==> config.mk <==
export PLATFORM = sky130hd
export DESIGN_NAME = line_interface_config_select
export DESIGN_NICKNAME = d
export VERILOG_FILES = /design/src/hdl/cfg_select_pkg.sv /design/src/hdl/line_interface_config_select.sv /design/src/hdl/strap_level_sync.sv
export SDC_FILE = /design/constraint.sdc
export NUM_CORES = 1
export LEC_CHECK = 0
export ABC_CLOCK_PERIOD_IN_PS = 1500
export BUFFER_PORTS_ARGS = -buffer_cell sky130_fd_sc_hd__buf_2
export CORE_AREA = 2 2 181 183
export DETAILED_ROUTE_END_ITERATION = 10
export DIE_AREA = 0 0 183 185
export GPL_ROUTABILITY_DRIVEN = 0
export GPL_TIMING_DRIVEN = 1
export HOLD_SLACK_MARGIN = 0.03
export PLACE_DENSITY_LB_ADDON = 0.12
export SLEW_MARGIN = 10
export SYNTH_ARGS = -nofsm -noshare
export SYNTH_HDL_FRONTEND = slang
export SYNTH_SLANG_ARGS = --single-unit
==> constraint.sdc <==
create_clock -name i_clk -period 1.5 [get_ports i_clk]
set_input_delay 0.075 -clock i_clk [delete_from_list [all_inputs] [get_ports i_clk]]
set_output_delay 0.075 -clock i_clk [all_outputs]
set_load 0.005 [all_outputs]
==> src/hdl/cfg_select_pkg.sv <==
// Constants for the line interface configuration and pin-function select.
// Assumes one 50 MHz clock and a synchronous active-high reset.
package cfg_select_pkg;
   // Two-bit code of a three-level strap.
   typedef enum logic [1:0] {
      LVL_LOW  = 2'h0,
      LVL_HIGH = 2'h1,
      LVL_MID  = 2'h3
   } level_t;

   // Operating modes, Gray coded.
   typedef enum logic [1:0] {
      MODE_HW       = 2'h0,
      MODE_PARALLEL = 2'h1,
      MODE_SERIAL   = 2'h3
   } op_mode_t;

   // Line code selections.
   localparam logic LINE_CODE_ZS  = 1'h0;
   localparam logic LINE_CODE_AMI = 1'h1;

   // Jitter attenuator placement.
   localparam logic [1:0] ATTEN_OFF = 2'h0;
   localparam logic [1:0] ATTEN_TX  = 2'h1;
   localparam logic [1:0] ATTEN_RX  = 2'h2;

   localparam int CHANNELS  = 8;
   localparam int CODE_W    = 3;

   // Loss-of-signal timing.
   localparam int CLK_MHZ        = 50;
   localparam int LOSS_TIME_US   = 20;
   localparam int LOSS_CYCLES    = LOSS_TIME_US * CLK_MHZ;
   localparam int CLEAR_WIN_US   = 20;
   localparam int CLEAR_CYCLES   = CLEAR_WIN_US * CLK_MHZ;
   localparam int CLEAR_MARKS    = 8;
   localparam int TIMER_W        = 11;
   localparam int MARK_W         = 4;
endpackage

==> src/hdl/line_interface_config_select.sv <==
// Operating mode decode, shared-pin function select, monitoring point decode
// and per-channel loss-of-signal flags for an octal line interface.
// Assumes straps and hardware-mode pins are asynchronous board levels.
// How it works
// Hardware unipolar, line code select low: zero-substitution code (HDB3 or B8ZS).
// Hardware unipolar, line code select high: AMI transparent coding.
// Host mode takes line code from a software bit, pin ignored.
// Host mode: shared pin chooses bus style, high one variant, low other.
// Host drives active-low chip select low for each whole access.
// Hardware: attenuator position low transmit, high receive, floating disabled.
// Mode strap: low hardware, high parallel host, mid serial host.
// Hardware mode disables parallel port, uses dedicated configuration pins.
// Parallel mode uses parallel port; serial mode uses four-wire serial port.
// Parallel mode bus multiplex select: low non-multiplexed, high multiplexed.
// Board ties bus multiplex select low in hardware mode.
// Board grounds monitor select msb in hardware mode.
// Host mode: monitor pins become address inputs, monitoring from register; the code drives the address to zero in multiplexed parallel mode.
// Channel code zero: no monitoring, plain octal transceiver.
// Direction zero, code n nonzero: receiver n to monitoring point.
// Direction one, code n nonzero: transmitter n to monitoring point.
// Transmitter monitoring of an analog-loopback channel is unsupported.
// Loss flag high after silence for the interval, low with signal.
// Loss flag clears only after enough marks within the window.
// Three-level straps become stable two-bit codes driving the pin mux.
`timescale 1ns/1ps
module line_interface_config_select #(
   parameter int LOSS_CYCLES  = cfg_select_pkg::LOSS_CYCLES,
   parameter int CLEAR_CYCLES = cfg_select_pkg::CLEAR_CYCLES,
   parameter int CLEAR_MARKS  = cfg_select_pkg::CLEAR_MARKS
) (
   input  wire logic       i_clk,
   input  wire logic       i_sys_rst,
   input  wire logic       i_mode_probe_up,
   input  wire logic       i_mode_probe_dn,
   input  wire logic       i_atten_probe_up,
   input  wire logic       i_atten_probe_dn,
   input  wire logic       i_code_bus_pin,
   input  wire logic       i_bus_multiplex_select,
   input  wire logic [4:0] i_monitor_pins,
   input  wire logic [7:0] i_unipolar_bipolar_select,
   input  wire logic       i_sw_line_code_select,
   input  wire logic       i_sw_monitor_direction_select,
   input  wire logic [2:0] i_sw_monitor_channel_code,
   input  wire logic [7:0] i_analog_loopback,
   input  wire logic [7:0] i_rx_mark,
   output logic [1:0]      o_op_mode,
   output logic [7:0]      o_line_code_ami,
   output logic            o_host_bus_style_select,
   output logic [1:0]      o_jitter_atten_position,
   output logic            o_parallel_port_en,
   output logic            o_serial_port_en,
   output logic            o_bus_multiplexed,
   output logic [4:0]      o_host_address,
   output logic            o_monitor_en,
   output logic            o_monitor_direction_select,
   output logic [2:0]      o_monitor_channel_code,
   output logic            o_monitor_unsupported,
   output logic [7:0]      o_signal_loss_flag
);
   cfg_select_pkg::level_t mode_lvl;
   cfg_select_pkg::level_t atten_lvl;

   strap_level_sync u_mode_strap (
      .i_clk      (i_clk),
      .i_sys_rst  (i_sys_rst),
      .i_probe_up (i_mode_probe_up),
      .i_probe_dn (i_mode_probe_dn),
      .o_level    (mode_lvl)
   );

   strap_level_sync u_atten_strap (
      .i_clk      (i_clk),
      .i_sys_rst  (i_sys_rst),
      .i_probe_up (i_atten_probe_up),
      .i_probe_dn (i_atten_probe_dn),
      .o_level    (atten_lvl)
   );

   // Digital pins pass three flops; a change counts once stages two and three agree.
   localparam int PW = 1 + 1 + 5 + 8;
   logic [PW-1:0] pin_s1_ff;
   logic [PW-1:0] pin_s2_ff;
   logic [PW-1:0] pin_s3_ff;
   logic [PW-1:0] pin_ff;
   wire  [PW-1:0] pin_raw = {i_code_bus_pin, i_bus_multiplex_select, i_monitor_pins,
                             i_unipolar_bipolar_select};
   wire  [PW-1:0] pin_agree = ~(pin_s2_ff ^ pin_s3_ff);
   wire  [PW-1:0] nxt_pin = (pin_s3_ff & pin_agree) | (pin_ff & ~pin_agree);

   always_ff @(posedge i_clk) begin
      if (i_sys_rst) begin
         pin_s1_ff <= '0;
         pin_s2_ff <= '0;
         pin_s3_ff <= '0;
         pin_ff    <= '0;
      end else begin
         pin_s1_ff <= pin_raw;
         pin_s2_ff <= pin_s1_ff;
         pin_s3_ff <= pin_s2_ff;
         pin_ff    <= nxt_pin;
      end
   end

   wire       code_bus_pin = pin_ff[14];
   wire       mux_pin      = pin_ff[13];
   wire [4:0] mon_pins     = pin_ff[12:8];
   wire [7:0] uni_pins     = pin_ff[7:0];

   // Mode decode.
   function automatic cfg_select_pkg::op_mode_t mode_of(input cfg_select_pkg::level_t l);
      case (l)
         cfg_select_pkg::LVL_LOW:  mode_of = cfg_select_pkg::MODE_HW;
         cfg_select_pkg::LVL_HIGH: mode_of = cfg_select_pkg::MODE_PARALLEL;
         cfg_select_pkg::LVL_MID:  mode_of = cfg_select_pkg::MODE_SERIAL;
         default:                  mode_of = cfg_select_pkg::MODE_HW;
      endcase
   endfunction

   wire cfg_select_pkg::op_mode_t mode = mode_of(mode_lvl);
   wire hw_mode   = (mode == cfg_select_pkg::MODE_HW);
   wire par_mode  = (mode == cfg_select_pkg::MODE_PARALLEL);
   wire ser_mode  = (mode == cfg_select_pkg::MODE_SERIAL);

   // Line code: the hardware pin applies only to unipolar channels; host uses the bit.
   wire [7:0] nxt_line_code;
   genvar g;
   generate
      for (g = 0; g < cfg_select_pkg::CHANNELS; g++) begin : g_code
         assign nxt_line_code[g] = hw_mode ? (uni_pins[g] ? code_bus_pin
                                                         : cfg_select_pkg::LINE_CODE_ZS)
                                           : i_sw_line_code_select;
      end
   endgenerate

   // Host bus style only meaningful in host modes; held low in hardware mode.
   wire nxt_bus_style = !hw_mode && code_bus_pin;

   // A floating position pin disables the attenuator; host modes leave it off.
   wire [1:0] nxt_atten = !hw_mode ? cfg_select_pkg::ATTEN_OFF :
                          (atten_lvl == cfg_select_pkg::LVL_LOW)  ? cfg_select_pkg::ATTEN_TX :
                          (atten_lvl == cfg_select_pkg::LVL_HIGH) ? cfg_select_pkg::ATTEN_RX :
                          cfg_select_pkg::ATTEN_OFF;

   wire nxt_par_en = par_mode;
   wire nxt_ser_en = ser_mode;
   // The multiplex input is ignored outside parallel mode; the board ties it low in hardware mode.
   wire nxt_muxed  = par_mode && mux_pin;

   // Monitor pins become address inputs in non-multiplexed host operation.
   wire       pins_are_addr = !hw_mode && !nxt_muxed;
   wire [4:0] nxt_addr = pins_are_addr ? mon_pins : 5'h00;

   // Monitoring source: pins in hardware mode (msb grounded by the board), else software.
   wire       mon_dir  = hw_mode ? mon_pins[3] : i_sw_monitor_direction_select;
   wire [2:0] mon_code = hw_mode ? mon_pins[2:0] : i_sw_monitor_channel_code;
   wire       nxt_mon_en = (mon_code != 3'h0);
   wire [2:0] nxt_mon_code = mon_code;
   wire       nxt_unsup = nxt_mon_en && mon_dir && i_analog_loopback[mon_code];

   always_ff @(posedge i_clk) begin
      if (i_sys_rst) begin
         o_op_mode                  <= cfg_select_pkg::MODE_HW;
         o_line_code_ami            <= 8'h00;
         o_host_bus_style_select    <= 1'h0;
         o_jitter_atten_position    <= cfg_select_pkg::ATTEN_OFF;
         o_parallel_port_en         <= 1'h0;
         o_serial_port_en           <= 1'h0;
         o_bus_multiplexed          <= 1'h0;
         o_host_address             <= 5'h00;
         o_monitor_en               <= 1'h0;
         o_monitor_direction_select <= 1'h0;
         o_monitor_channel_code     <= 3'h0;
         o_monitor_unsupported      <= 1'h0;
      end else begin
         o_op_mode                  <= mode;
         o_line_code_ami            <= nxt_line_code;
         o_host_bus_style_select    <= nxt_bus_style;
         o_jitter_atten_position    <= nxt_atten;
         o_parallel_port_en         <= nxt_par_en;
         o_serial_port_en           <= nxt_ser_en;
         o_bus_multiplexed          <= nxt_muxed;
         o_host_address             <= nxt_addr;
         o_monitor_en               <= nxt_mon_en;
         o_monitor_direction_select <= nxt_mon_en && mon_dir;
         o_monitor_channel_code     <= nxt_mon_code;
         o_monitor_unsupported      <= nxt_unsup;
      end
   end

   // Loss-of-signal detector per channel. Marks arrive already synchronised.
   // A window that runs out with too few marks starts afresh, so marks that straddle
   // two windows never add up; recovery can therefore take up to two windows.
   localparam int TW = cfg_select_pkg::TIMER_W;
   localparam int MW = cfg_select_pkg::MARK_W;
   localparam logic [TW-1:0] LOSS_LIM  = TW'(LOSS_CYCLES - 1);
   localparam logic [TW-1:0] CLEAR_LIM = TW'(CLEAR_CYCLES - 1);
   localparam logic [MW-1:0] MARK_LIM  = MW'(CLEAR_MARKS);

   generate
      for (g = 0; g < cfg_select_pkg::CHANNELS; g++) begin : g_loss
         logic [TW-1:0] quiet_ff;
         logic [TW-1:0] win_ff;
         logic [MW-1:0] marks_ff;
         logic          loss_ff;
         wire quiet_done = (quiet_ff == LOSS_LIM);
         wire win_done   = (win_ff == CLEAR_LIM);
         wire marks_ok   = (marks_ff + MW'(i_rx_mark[g])) >= MARK_LIM;
         wire [TW-1:0] nxt_quiet = i_rx_mark[g] ? '0 :
                                   quiet_done ? quiet_ff : quiet_ff + 1'b1;
         wire [TW-1:0] nxt_win   = (!loss_ff || win_done || marks_ok) ? '0 : win_ff + 1'b1;
         wire [MW-1:0] nxt_marks = (!loss_ff || win_done || marks_ok) ? '0 :
                                   marks_ff + MW'(i_rx_mark[g]);
         wire nxt_loss = loss_ff ? !marks_ok
                                 : (quiet_done && !i_rx_mark[g]);

         always_ff @(posedge i_clk) begin
            if (i_sys_rst) begin
               quiet_ff <= '0;
               win_ff   <= '0;
               marks_ff <= '0;
               loss_ff  <= 1'b0;
            end else begin
               quiet_ff <= nxt_quiet;
               win_ff   <= nxt_win;
               marks_ff <= nxt_marks;
               loss_ff  <= nxt_loss;
            end
         end
         assign o_signal_loss_flag[g] = loss_ff;

         loss_quiet_a: assert property (@(posedge i_clk) disable iff (i_sys_rst)
            !loss_ff && quiet_done && !i_rx_mark[g] |=> loss_ff)
            else $error("loss flag did not rise after silence");
         loss_hold_a: assert property (@(posedge i_clk) disable iff (i_sys_rst)
            loss_ff && !marks_ok |=> loss_ff)
            else $error("loss flag cleared without enough marks");
      end
   endgenerate

   // Assertions on the registered configuration outputs.
   mode_decode_a: assert property (@(posedge i_clk) disable iff (i_sys_rst)
      mode_lvl == cfg_select_pkg::LVL_MID |=> o_op_mode == cfg_select_pkg::MODE_SERIAL)
      else $error("mid strap did not select serial mode");
   hw_port_off_a: assert property (@(posedge i_clk) disable iff (i_sys_rst)
      hw_mode |=> !o_parallel_port_en && !o_serial_port_en)
      else $error("host port enabled in hardware mode");
   code_ami_a: assert property (@(posedge i_clk) disable iff (i_sys_rst)
      hw_mode && uni_pins[0] && code_bus_pin |=> o_line_code_ami[0])
      else $error("AMI not selected");
   code_zs_a: assert property (@(posedge i_clk) disable iff (i_sys_rst)
      hw_mode && uni_pins[0] && !code_bus_pin |=> !o_line_code_ami[0])
      else $error("zero-substitution code not selected");
   sw_code_a: assert property (@(posedge i_clk) disable iff (i_sys_rst)
      !hw_mode |=> o_line_code_ami[0] == $past(i_sw_line_code_select))
      else $error("host line code not from software bit");
   bus_style_a: assert property (@(posedge i_clk) disable iff (i_sys_rst)
      !hw_mode |=> o_host_bus_style_select == $past(code_bus_pin))
      else $error("bus style not from shared pin");
   atten_float_a: assert property (@(posedge i_clk) disable iff (i_sys_rst)
      hw_mode && atten_lvl == cfg_select_pkg::LVL_MID
      |=> o_jitter_atten_position == cfg_select_pkg::ATTEN_OFF)
      else $error("floating position did not disable attenuator");
   mon_zero_a: assert property (@(posedge i_clk) disable iff (i_sys_rst)
      mon_code == 3'h0 |=> !o_monitor_en && !o_monitor_direction_select)
      else $error("monitoring active with code zero");
   mon_route_a: assert property (@(posedge i_clk) disable iff (i_sys_rst)
      mon_code != 3'h0 |=> o_monitor_en && o_monitor_channel_code == $past(mon_code))
      else $error("monitoring channel not routed");
   mux_sel_a: assert property (@(posedge i_clk) disable iff (i_sys_rst)
      !par_mode |=> !o_bus_multiplexed)
      else $error("multiplexed outside parallel mode");

   mux_on_a: assert property (@(posedge i_clk) disable iff (i_sys_rst)
      par_mode && mux_pin |=> o_bus_multiplexed)
      else $error("multiplexed bus not selected");
   bs_hw_a: assert property (@(posedge i_clk) disable iff (i_sys_rst)
      hw_mode |=> !o_host_bus_style_select)
      else $error("bus style driven in hardware mode");
   serial_port_a: assert property (@(posedge i_clk) disable iff (i_sys_rst)
      ser_mode |=> o_serial_port_en && !o_parallel_port_en)
      else $error("serial mode did not pick the serial port");
   addr_hw_a: assert property (@(posedge i_clk) disable iff (i_sys_rst)
      hw_mode |=> o_host_address == 5'h00)
      else $error("address driven in hardware mode");
   sw_mon_a: assert property (@(posedge i_clk) disable iff (i_sys_rst)
      !hw_mode |=> o_monitor_channel_code == $past(i_sw_monitor_channel_code))
      else $error("host monitoring not from software code");

   // Routing and attenuator placement checks.
   rx_route_a: assert property (@(posedge i_clk) disable iff (i_sys_rst)
      mon_code != 3'h0 && !mon_dir |=> !o_monitor_direction_select)
      else $error("receiver monitoring shown as transmitter");
   tx_route_a: assert property (@(posedge i_clk) disable iff (i_sys_rst)
      mon_code != 3'h0 && mon_dir |=> o_monitor_direction_select)
      else $error("transmitter monitoring not selected");
   unsup_a: assert property (@(posedge i_clk) disable iff (i_sys_rst)
      mon_code != 3'h0 && mon_dir && i_analog_loopback[mon_code] |=> o_monitor_unsupported)
      else $error("loopback transmitter monitoring not flagged");
   atten_tx_a: assert property (@(posedge i_clk) disable iff (i_sys_rst)
      hw_mode && atten_lvl == cfg_select_pkg::LVL_LOW
      |=> o_jitter_atten_position == cfg_select_pkg::ATTEN_TX)
      else $error("low position did not pick transmit path");
   atten_rx_a: assert property (@(posedge i_clk) disable iff (i_sys_rst)
      hw_mode && atten_lvl == cfg_select_pkg::LVL_HIGH
      |=> o_jitter_atten_position == cfg_select_pkg::ATTEN_RX)
      else $error("high position did not pick receive path");

   serial_c: cover property (@(posedge i_clk) o_serial_port_en);
   tx_mon_c: cover property (@(posedge i_clk) o_monitor_en && o_monitor_direction_select);
   loss_c:   cover property (@(posedge i_clk) o_signal_loss_flag[2] ##1 !o_signal_loss_flag[2]);
   rx_ja_c:  cover property (@(posedge i_clk) o_jitter_atten_position == cfg_select_pkg::ATTEN_RX);
   unsup_c:  cover property (@(posedge i_clk) o_monitor_unsupported);
endmodule // line_interface_config_select

==> src/hdl/strap_level_sync.sv <==
// Three-level strap sampler: high, low and a mid/floating indication.
// Assumes the pad provides a weak-high and weak-low probe result as two pins.
`timescale 1ns/1ps
module strap_level_sync (
   input  wire logic                  i_clk,
   input  wire logic                  i_sys_rst,
   input  wire logic                  i_probe_up,
   input  wire logic                  i_probe_dn,
   output cfg_select_pkg::level_t     o_level
);
   // The pad reports the pin level with a pull-up probe and a pull-down probe.
   // Equal answers mean a driven pin, differing answers mean mid or floating.
   logic [2:0] up_ff;
   logic [2:0] dn_ff;
   cfg_select_pkg::level_t level_ff;
   cfg_select_pkg::level_t nxt_level;
   wire stable = (up_ff[2] == up_ff[1]) && (dn_ff[2] == dn_ff[1]);

   assign nxt_level = !stable ? level_ff :
                      (up_ff[2] && dn_ff[2]) ? cfg_select_pkg::LVL_HIGH :
                      (!up_ff[2] && !dn_ff[2]) ? cfg_select_pkg::LVL_LOW :
                      cfg_select_pkg::LVL_MID;

   always_ff @(posedge i_clk) begin
      if (i_sys_rst) begin
         up_ff    <= 3'h0;
         dn_ff    <= 3'h0;
         level_ff <= cfg_select_pkg::LVL_LOW;
      end else begin
         up_ff    <= {up_ff[1:0], i_probe_up};
         dn_ff    <= {dn_ff[1:0], i_probe_dn};
         level_ff <= nxt_level;
      end
   end

   assign o_level = level_ff;
endmodule // strap_level_sync

======== Word level (Yosys, flattened, before mapping) ========
Index checks and enable logic that the tools add are counted.
W data, S select, Z words.
storage, ports and cells
  register bits after elaboration ......... 319
  output and inout port bits .............. 35
  input port bits ......................... 42
operators by class
  order comparisons ....................... 9
  $add $sub $neg .......................... 24
  bitwise gates (word level) .............. 8
  equality and inequality tests ........... 25
  reduce and logical (&&, ||, !) cells .... 87
  mux-type cells .......................... 35
operators by type and width
  operator                 count
  $add A11 B1 Y11 const B  16
  $eq A11 B10 Y1 const B   16
  $reduce_or A2 Y1         18
  $add A4 B1 Y4            8
  $ge A4 B4 Y1 const B     8
  $and A15 B15 Y15         2
  $logic_not A1 Y1         30
  $not A15 Y15             2
  $mux W1                  27
  $logic_and A1 B1 Y1      19
  $logic_or A1 B1 Y1       16
  $or A15 B15 Y15          1
  $xor A15 B15 Y15         1
  $mux W2                  5
  $eq A2 B1 Y1 const B     3
  $eq A1 B1 Y1             4
  $eq A2 B2 Y1 const B     2
  $logic_not A2 Y1         2
  $lt A3 B4 Y1 const B     1
  $pmux W2 S2              1
  $bmux W1 S3              1
  $mux W3                  1
  $reduce_bool A3 Y1       1
  $reduce_or A3 Y1         1
  $not A1 Y1               2

======== Longest topological paths before layout ========
  word-level depth ........................ 8
  gate-level depth with buffers ........... 7
  mapped depth without buffers ............ 5

======== Cells and area by module ========
Synthesis repeated with hierarchy kept, for this count alone.
unflattened totals
  cell total of the unflattened synthesis .. 1,304
  area, all modules ....................... 12,172.9 µm²
modules (own cells, without submodules)
  module                        instances  cells an instance  sequential area each (µm²)  area each (µm²)
  line_interface_config_select  1          1,252              6,045.8                     11,609.9
  strap_level_sync              2          26                 160.2                       281.5

======== Worst setup path after synthesis ========
Ideal clock, no wire load.
  path kind ............................... reg2reg
  from .................................... register g_loss[4].marks_ff[0]
  to ...................................... register g_loss[4].win_ff[10]
  setup time .............................. 64 ps
  arrival time ............................ 1,412 ps
  cell stages (with the launch flop) ...... 8
  path buffers ............................ 2
  required time ........................... 1,436 ps
  slack ................................... 24 ps
  path through ............................ dfxtp_1 ha_1 a31oi_1 o21ai_0 or3_1 buf_4 buf_6 nor2_1
between the ends
  cells in the longest elaborated chain, start to end .. 4
ends and longest elaborated chain
  what                        RTL line                             source
  start: declaration          line_interface_config_select.sv:203  logic [MW-1:0] marks_ff;
  start signal: assignment    line_interface_config_select.sv:225  marks_ff <= nxt_marks;
  $add A4 B1 Y4               line_interface_config_select.sv:207  wire marks_ok = (marks_ff + MW'(i_rx_mark[g])) >= MARK_LIM;
  $ge A4 B4 Y1                line_interface_config_select.sv:207
  $logic_or A1 B1 Y1          line_interface_config_select.sv:210  wire [TW-1:0] nxt_win = (!loss_ff || win_done || marks_ok) ? '0 : win_ff + 1'b1;
  $reduce_or A2 Y1 (no line)  --
  end signal: assignment      line_interface_config_select.sv:224  win_ff <= nxt_win;
  end: declaration            line_interface_config_select.sv:202  logic [TW-1:0] win_ff;
Every way passes these cells.
A chain may end at the register's enable or synchronous reset.

======== Worst setup path after layout ========
  from .................................... register g_loss[7].quiet_ff[1]
  to ...................................... register g_loss[7].quiet_ff[0]
between the ends
  cells in the longest elaborated chain, start to end .. 1
ends and longest elaborated chain
  what                      RTL line                             source
  start: declaration        line_interface_config_select.sv:201  logic [TW-1:0] quiet_ff;
  start signal: assignment  line_interface_config_select.sv:223  quiet_ff <= nxt_quiet;
  $eq A11 B10 Y1            line_interface_config_select.sv:205  wire quiet_done = (quiet_ff == LOSS_LIM);
Every way passes these cells.

==> flow_summary_export.csv <==
group,metric,value,unit
run_status,status,"completed",
floorplan,io_pins,77,
worst_setup_path,worst-endpoint-required,1890,ps
route,vias_per_cell,4.58,
worst_setup_path,crit_chain,"ha_4 -> nand4bb_4 -> nor4_4 -> buf_4 -> xor2_1 -> nor2_1",
power,peakVddDrop,734,µV
global_route,grt_first_pass_wirelength,37000,µm
timing,hold_violations,0,
global_route,met3_usage,2.83,%
yosys,ys_async_sr_fraction,0,%
worst_setup_path,crit_buf_inv,1,
yosys,synthFlopType,"dfxtp_1",
floorplan,coreArea,0.0320,mm²
cts,cts.sinks,318,
cts,cts-root-buf,"clkbuf_16",
route,vias,8814,
floorplan,die-area,0.0339,mm²
finish,fin_nets,1566,
timing,holdWs,128,ps
worst_hold_path,hp-class,"in2reg",
finish,multi_input_area,0.00576,mm²
timing,fin_worst_skew,11.8,ps
worst_setup_path,path_max_fanout,5,
flow_run,cap_viol_max_count,0,
global_route,gr-max-usage-layer,"met2",
finish,area_growth,26.4,%
timing,period_share,98.5,%
cts,numCtsBuffers,36,
floorplan,die_x,183,µm
yosys,yosys.area.top_type_share,52.0,%
yosys,netlist_instances,1287,
cts,insertion_delay,520,ps
timing,setup_viol,0,
yosys,synth.distinct_cells,48,
worst_setup_path,crit_type,"reg2reg",
cts,tritoncts,"yes",
floorplan,initial_utilization,38.2,%
route,post_drt_wl_per_cell,11.1,µm
cts,cts_buffer_depth,3,
route,wirelength,21300,µm
floorplan,die-height,185,µm
power,p_leak,5.81,nW
yosys,yosysSeqAreaShare,52.0,%
global_route,gr-usage-met1,16.2,%
global_route,grt_max_degree,67,
yosys,ys_warn_count,0,
global_route,grt_pass1_vias,8385,
global_route,grt_overflow,0,
yosys,synth_edf_count,0,
finish,drive_gt1_share,18.8,%
worst_setup_path,cp_slowest_stage_delay,360,ps
timing,finalCriticalPeriod,1480,ps
timing,fmax,677,MHz
route,detail-route-antenna-nets,0,
worst_setup_path,critPathArrivalTime,1870,ps
placement,placed_cells,1809,
yosys,netlist_area,0.0122,mm²
finish,layout_common_cells,"dfxtp_1, nor2_1, nand2_1",
yosys,yosysTopAreaCell,"dfxtp_1",
route,drtIter0Drc,305,
global_route,use_met2,21.5,%
yosys,synth.top_cells.by_area,"dfxtp_1, nor2_1, xor2_1",
yosys,syn_area_per_cell,9.51,µm²
floorplan,rows,66,
worst_setup_path,cp_top_family,"simple AND/OR/NAND/NOR gates",
route,drc,0,
worst_setup_path,crit_path_end_kind,"register",
cts,h-tree-depth,2,
route,drt-pass1-iter-count,4,
finish,mostFrequentLayoutCell,"dfxtp_1",
timing,grt_setup_unrepaired,"yes",
power,cellPowerDensity,1190,mW/mm²
cts,clkTransAtPathRegs,60,ps
yosys,synth_seq_cells,318,
global_route,gr-usage-all-layers,12.8,%
finish,layoutNonFillerInstCount,1926,
finish,diodes,0,
placement,hpwl,13700,µm
worst_setup_path,cp_slowest_cell,"dfxtp_4",
placement,port-buffer-count,76,
timing,setup_tns,0,ps
timing,slew_viol_final,0,
global_route,antenna_found_initial,0,
worst_setup_path,start_kind,"register",
finish,fillers,3044,
finish,seqCellArea,0.00640,mm²
worst min-delay path: cells and delay by family:
kind          cells  cell delay [ps]
mux               2              280
simple gates      1              170
buf+inv           1               70
timing repair:
action / in CTS / in global routing
endpoints found under the setup margin: 33 / 121
cloned: 0 / 3
pin swaps: 9 / 22
resized for setup: 17 / 42
hold buffers: 34 / 0
hold endpoints to repair: 122 / 0
setup buffers: 9 / 5
path summary, 6_finish.rpt:
path	from	endpoint	slack, ps	cells past startpoint
min	i_analog_loopback[2]	o_monitor_unsupported$_SDFF_PP0_	130	4
min reg2reg	pin_s1_ff[12]$_SDFF_PP0_	pin_s2_ff[12]$_SDFF_PP0_	430	1
max	g_loss[7].quiet_ff[1]$_SDFFE_PP0P_	g_loss[7].quiet_ff[0]$_SDFFE_PP0P_	20	6
max reg2reg	g_loss[7].quiet_ff[1]$_SDFFE_PP0P_	g_loss[7].quiet_ff[0]$_SDFFE_PP0P_	20	6
where the power goes:
group          internal [W]  switching [W]
Combinational      0.000259       0.000225
Sequential          0.00857      0.0000581
Clock               0.00590        0.00337
Total                0.0147        0.00366
cells by family after synthesis:
group                      Yosys count  synth area share, %
xor gates and xnor gates           141                 10.1
buffers and inverters               79                 2.94
and+or+nand+nor                    604                 25.6
muxes                               17                 1.65
adders and majority gates           34                 3.47
other                                1               0.0306
AOI/OAI and AO/OA                   93                 4.24
DFF                                318                 52.0
cell usage after synthesis (4+ instances only):
cell type	count
nor4_1	6
nor3_1	39
ha_1	34
nor4_4	6
nor2_1	214
and3_1	6
or4_1	6
or2_2	8
nand3_1	42
nand4bb_1	6
nor3b_1	4
xnor2_1	60
nand2_1	103
nor2b_1	66
xor2_1	81
or3_1	15
buf_2	15
mux2i_1	13
dfxtp_1	318
clkbuf_1	13
nand4_1	32
inv_1	39
nor3_2	6
buf_4	10
a31oi_1	9
and4_1	27
o21ai_0	30
and2_1	10
a21oi_1	41
routing by layer:
| layer | wire (µm) | part of all wire (%) | vias to the layer above |
|---|---|---|---|
| met1 | 10500 | 49 | 3949 |
| met3 | 817 | 3.8 | 31 |
| met2 | 9600 | 45 | 98 |
| met4 | 434 | 2.0 | 0 |
| met5 | 0 | 0 | - |
| li1 | - | - | 4736 |
sequential cells by signal, indices dropped and copies added, names as in the netlist, 2 cells and up, named ones only:
name / cells
pin_s2_ff: 15
u_mode_strap.up_ff: 3
o_op_mode: 2
u_atten_strap.up_ff: 3
o_line_code_ami: 8
u_mode_strap.dn_ff: 3
o_jitter_atten_position: 2
g_loss.marks_ff: 32
u_mode_strap.o_level: 2
o_host_address: 5
u_atten_strap.o_level: 2
g_loss.loss_ff: 8
g_loss.quiet_ff: 88
g_loss.win_ff: 88
pin_s3_ff: 15
u_atten_strap.dn_ff: 3
o_monitor_channel_code: 3
pin_s1_ff: 15
metrics by stage:
| stage | total power (W) | util [%] | setup WS, ps | area, µm² |
|---|---|---|---|---|
| finish | 0.0184 | 48.3 | 22.6 | 15500 |
| global route | 0.0192 | 48.3 | -56.7 | 15500 |
| CTS | 0.0188 | 47.6 | 1.10 | 15200 |
| detailed placement | 0.00922 | 42.1 | -134 | 13500 |
| global placement | 0.00922 | 42.1 | -82.4 | 13500 |
| floorplan | 0.00905 | - | 23.8 | 12300 |
cell type report:
cell class	instances	area share, %
Clock buffer	55	7.07
Clock inverter	11	1.23
Inverter	39	0.946
Multi-Input combinational cell	900	37.2
Sequential cell	318	41.3
Tap cell	408	3.30
Timing Repair Buffer	195	8.93
No activity file was read; power rests on OpenSTA's default activity.
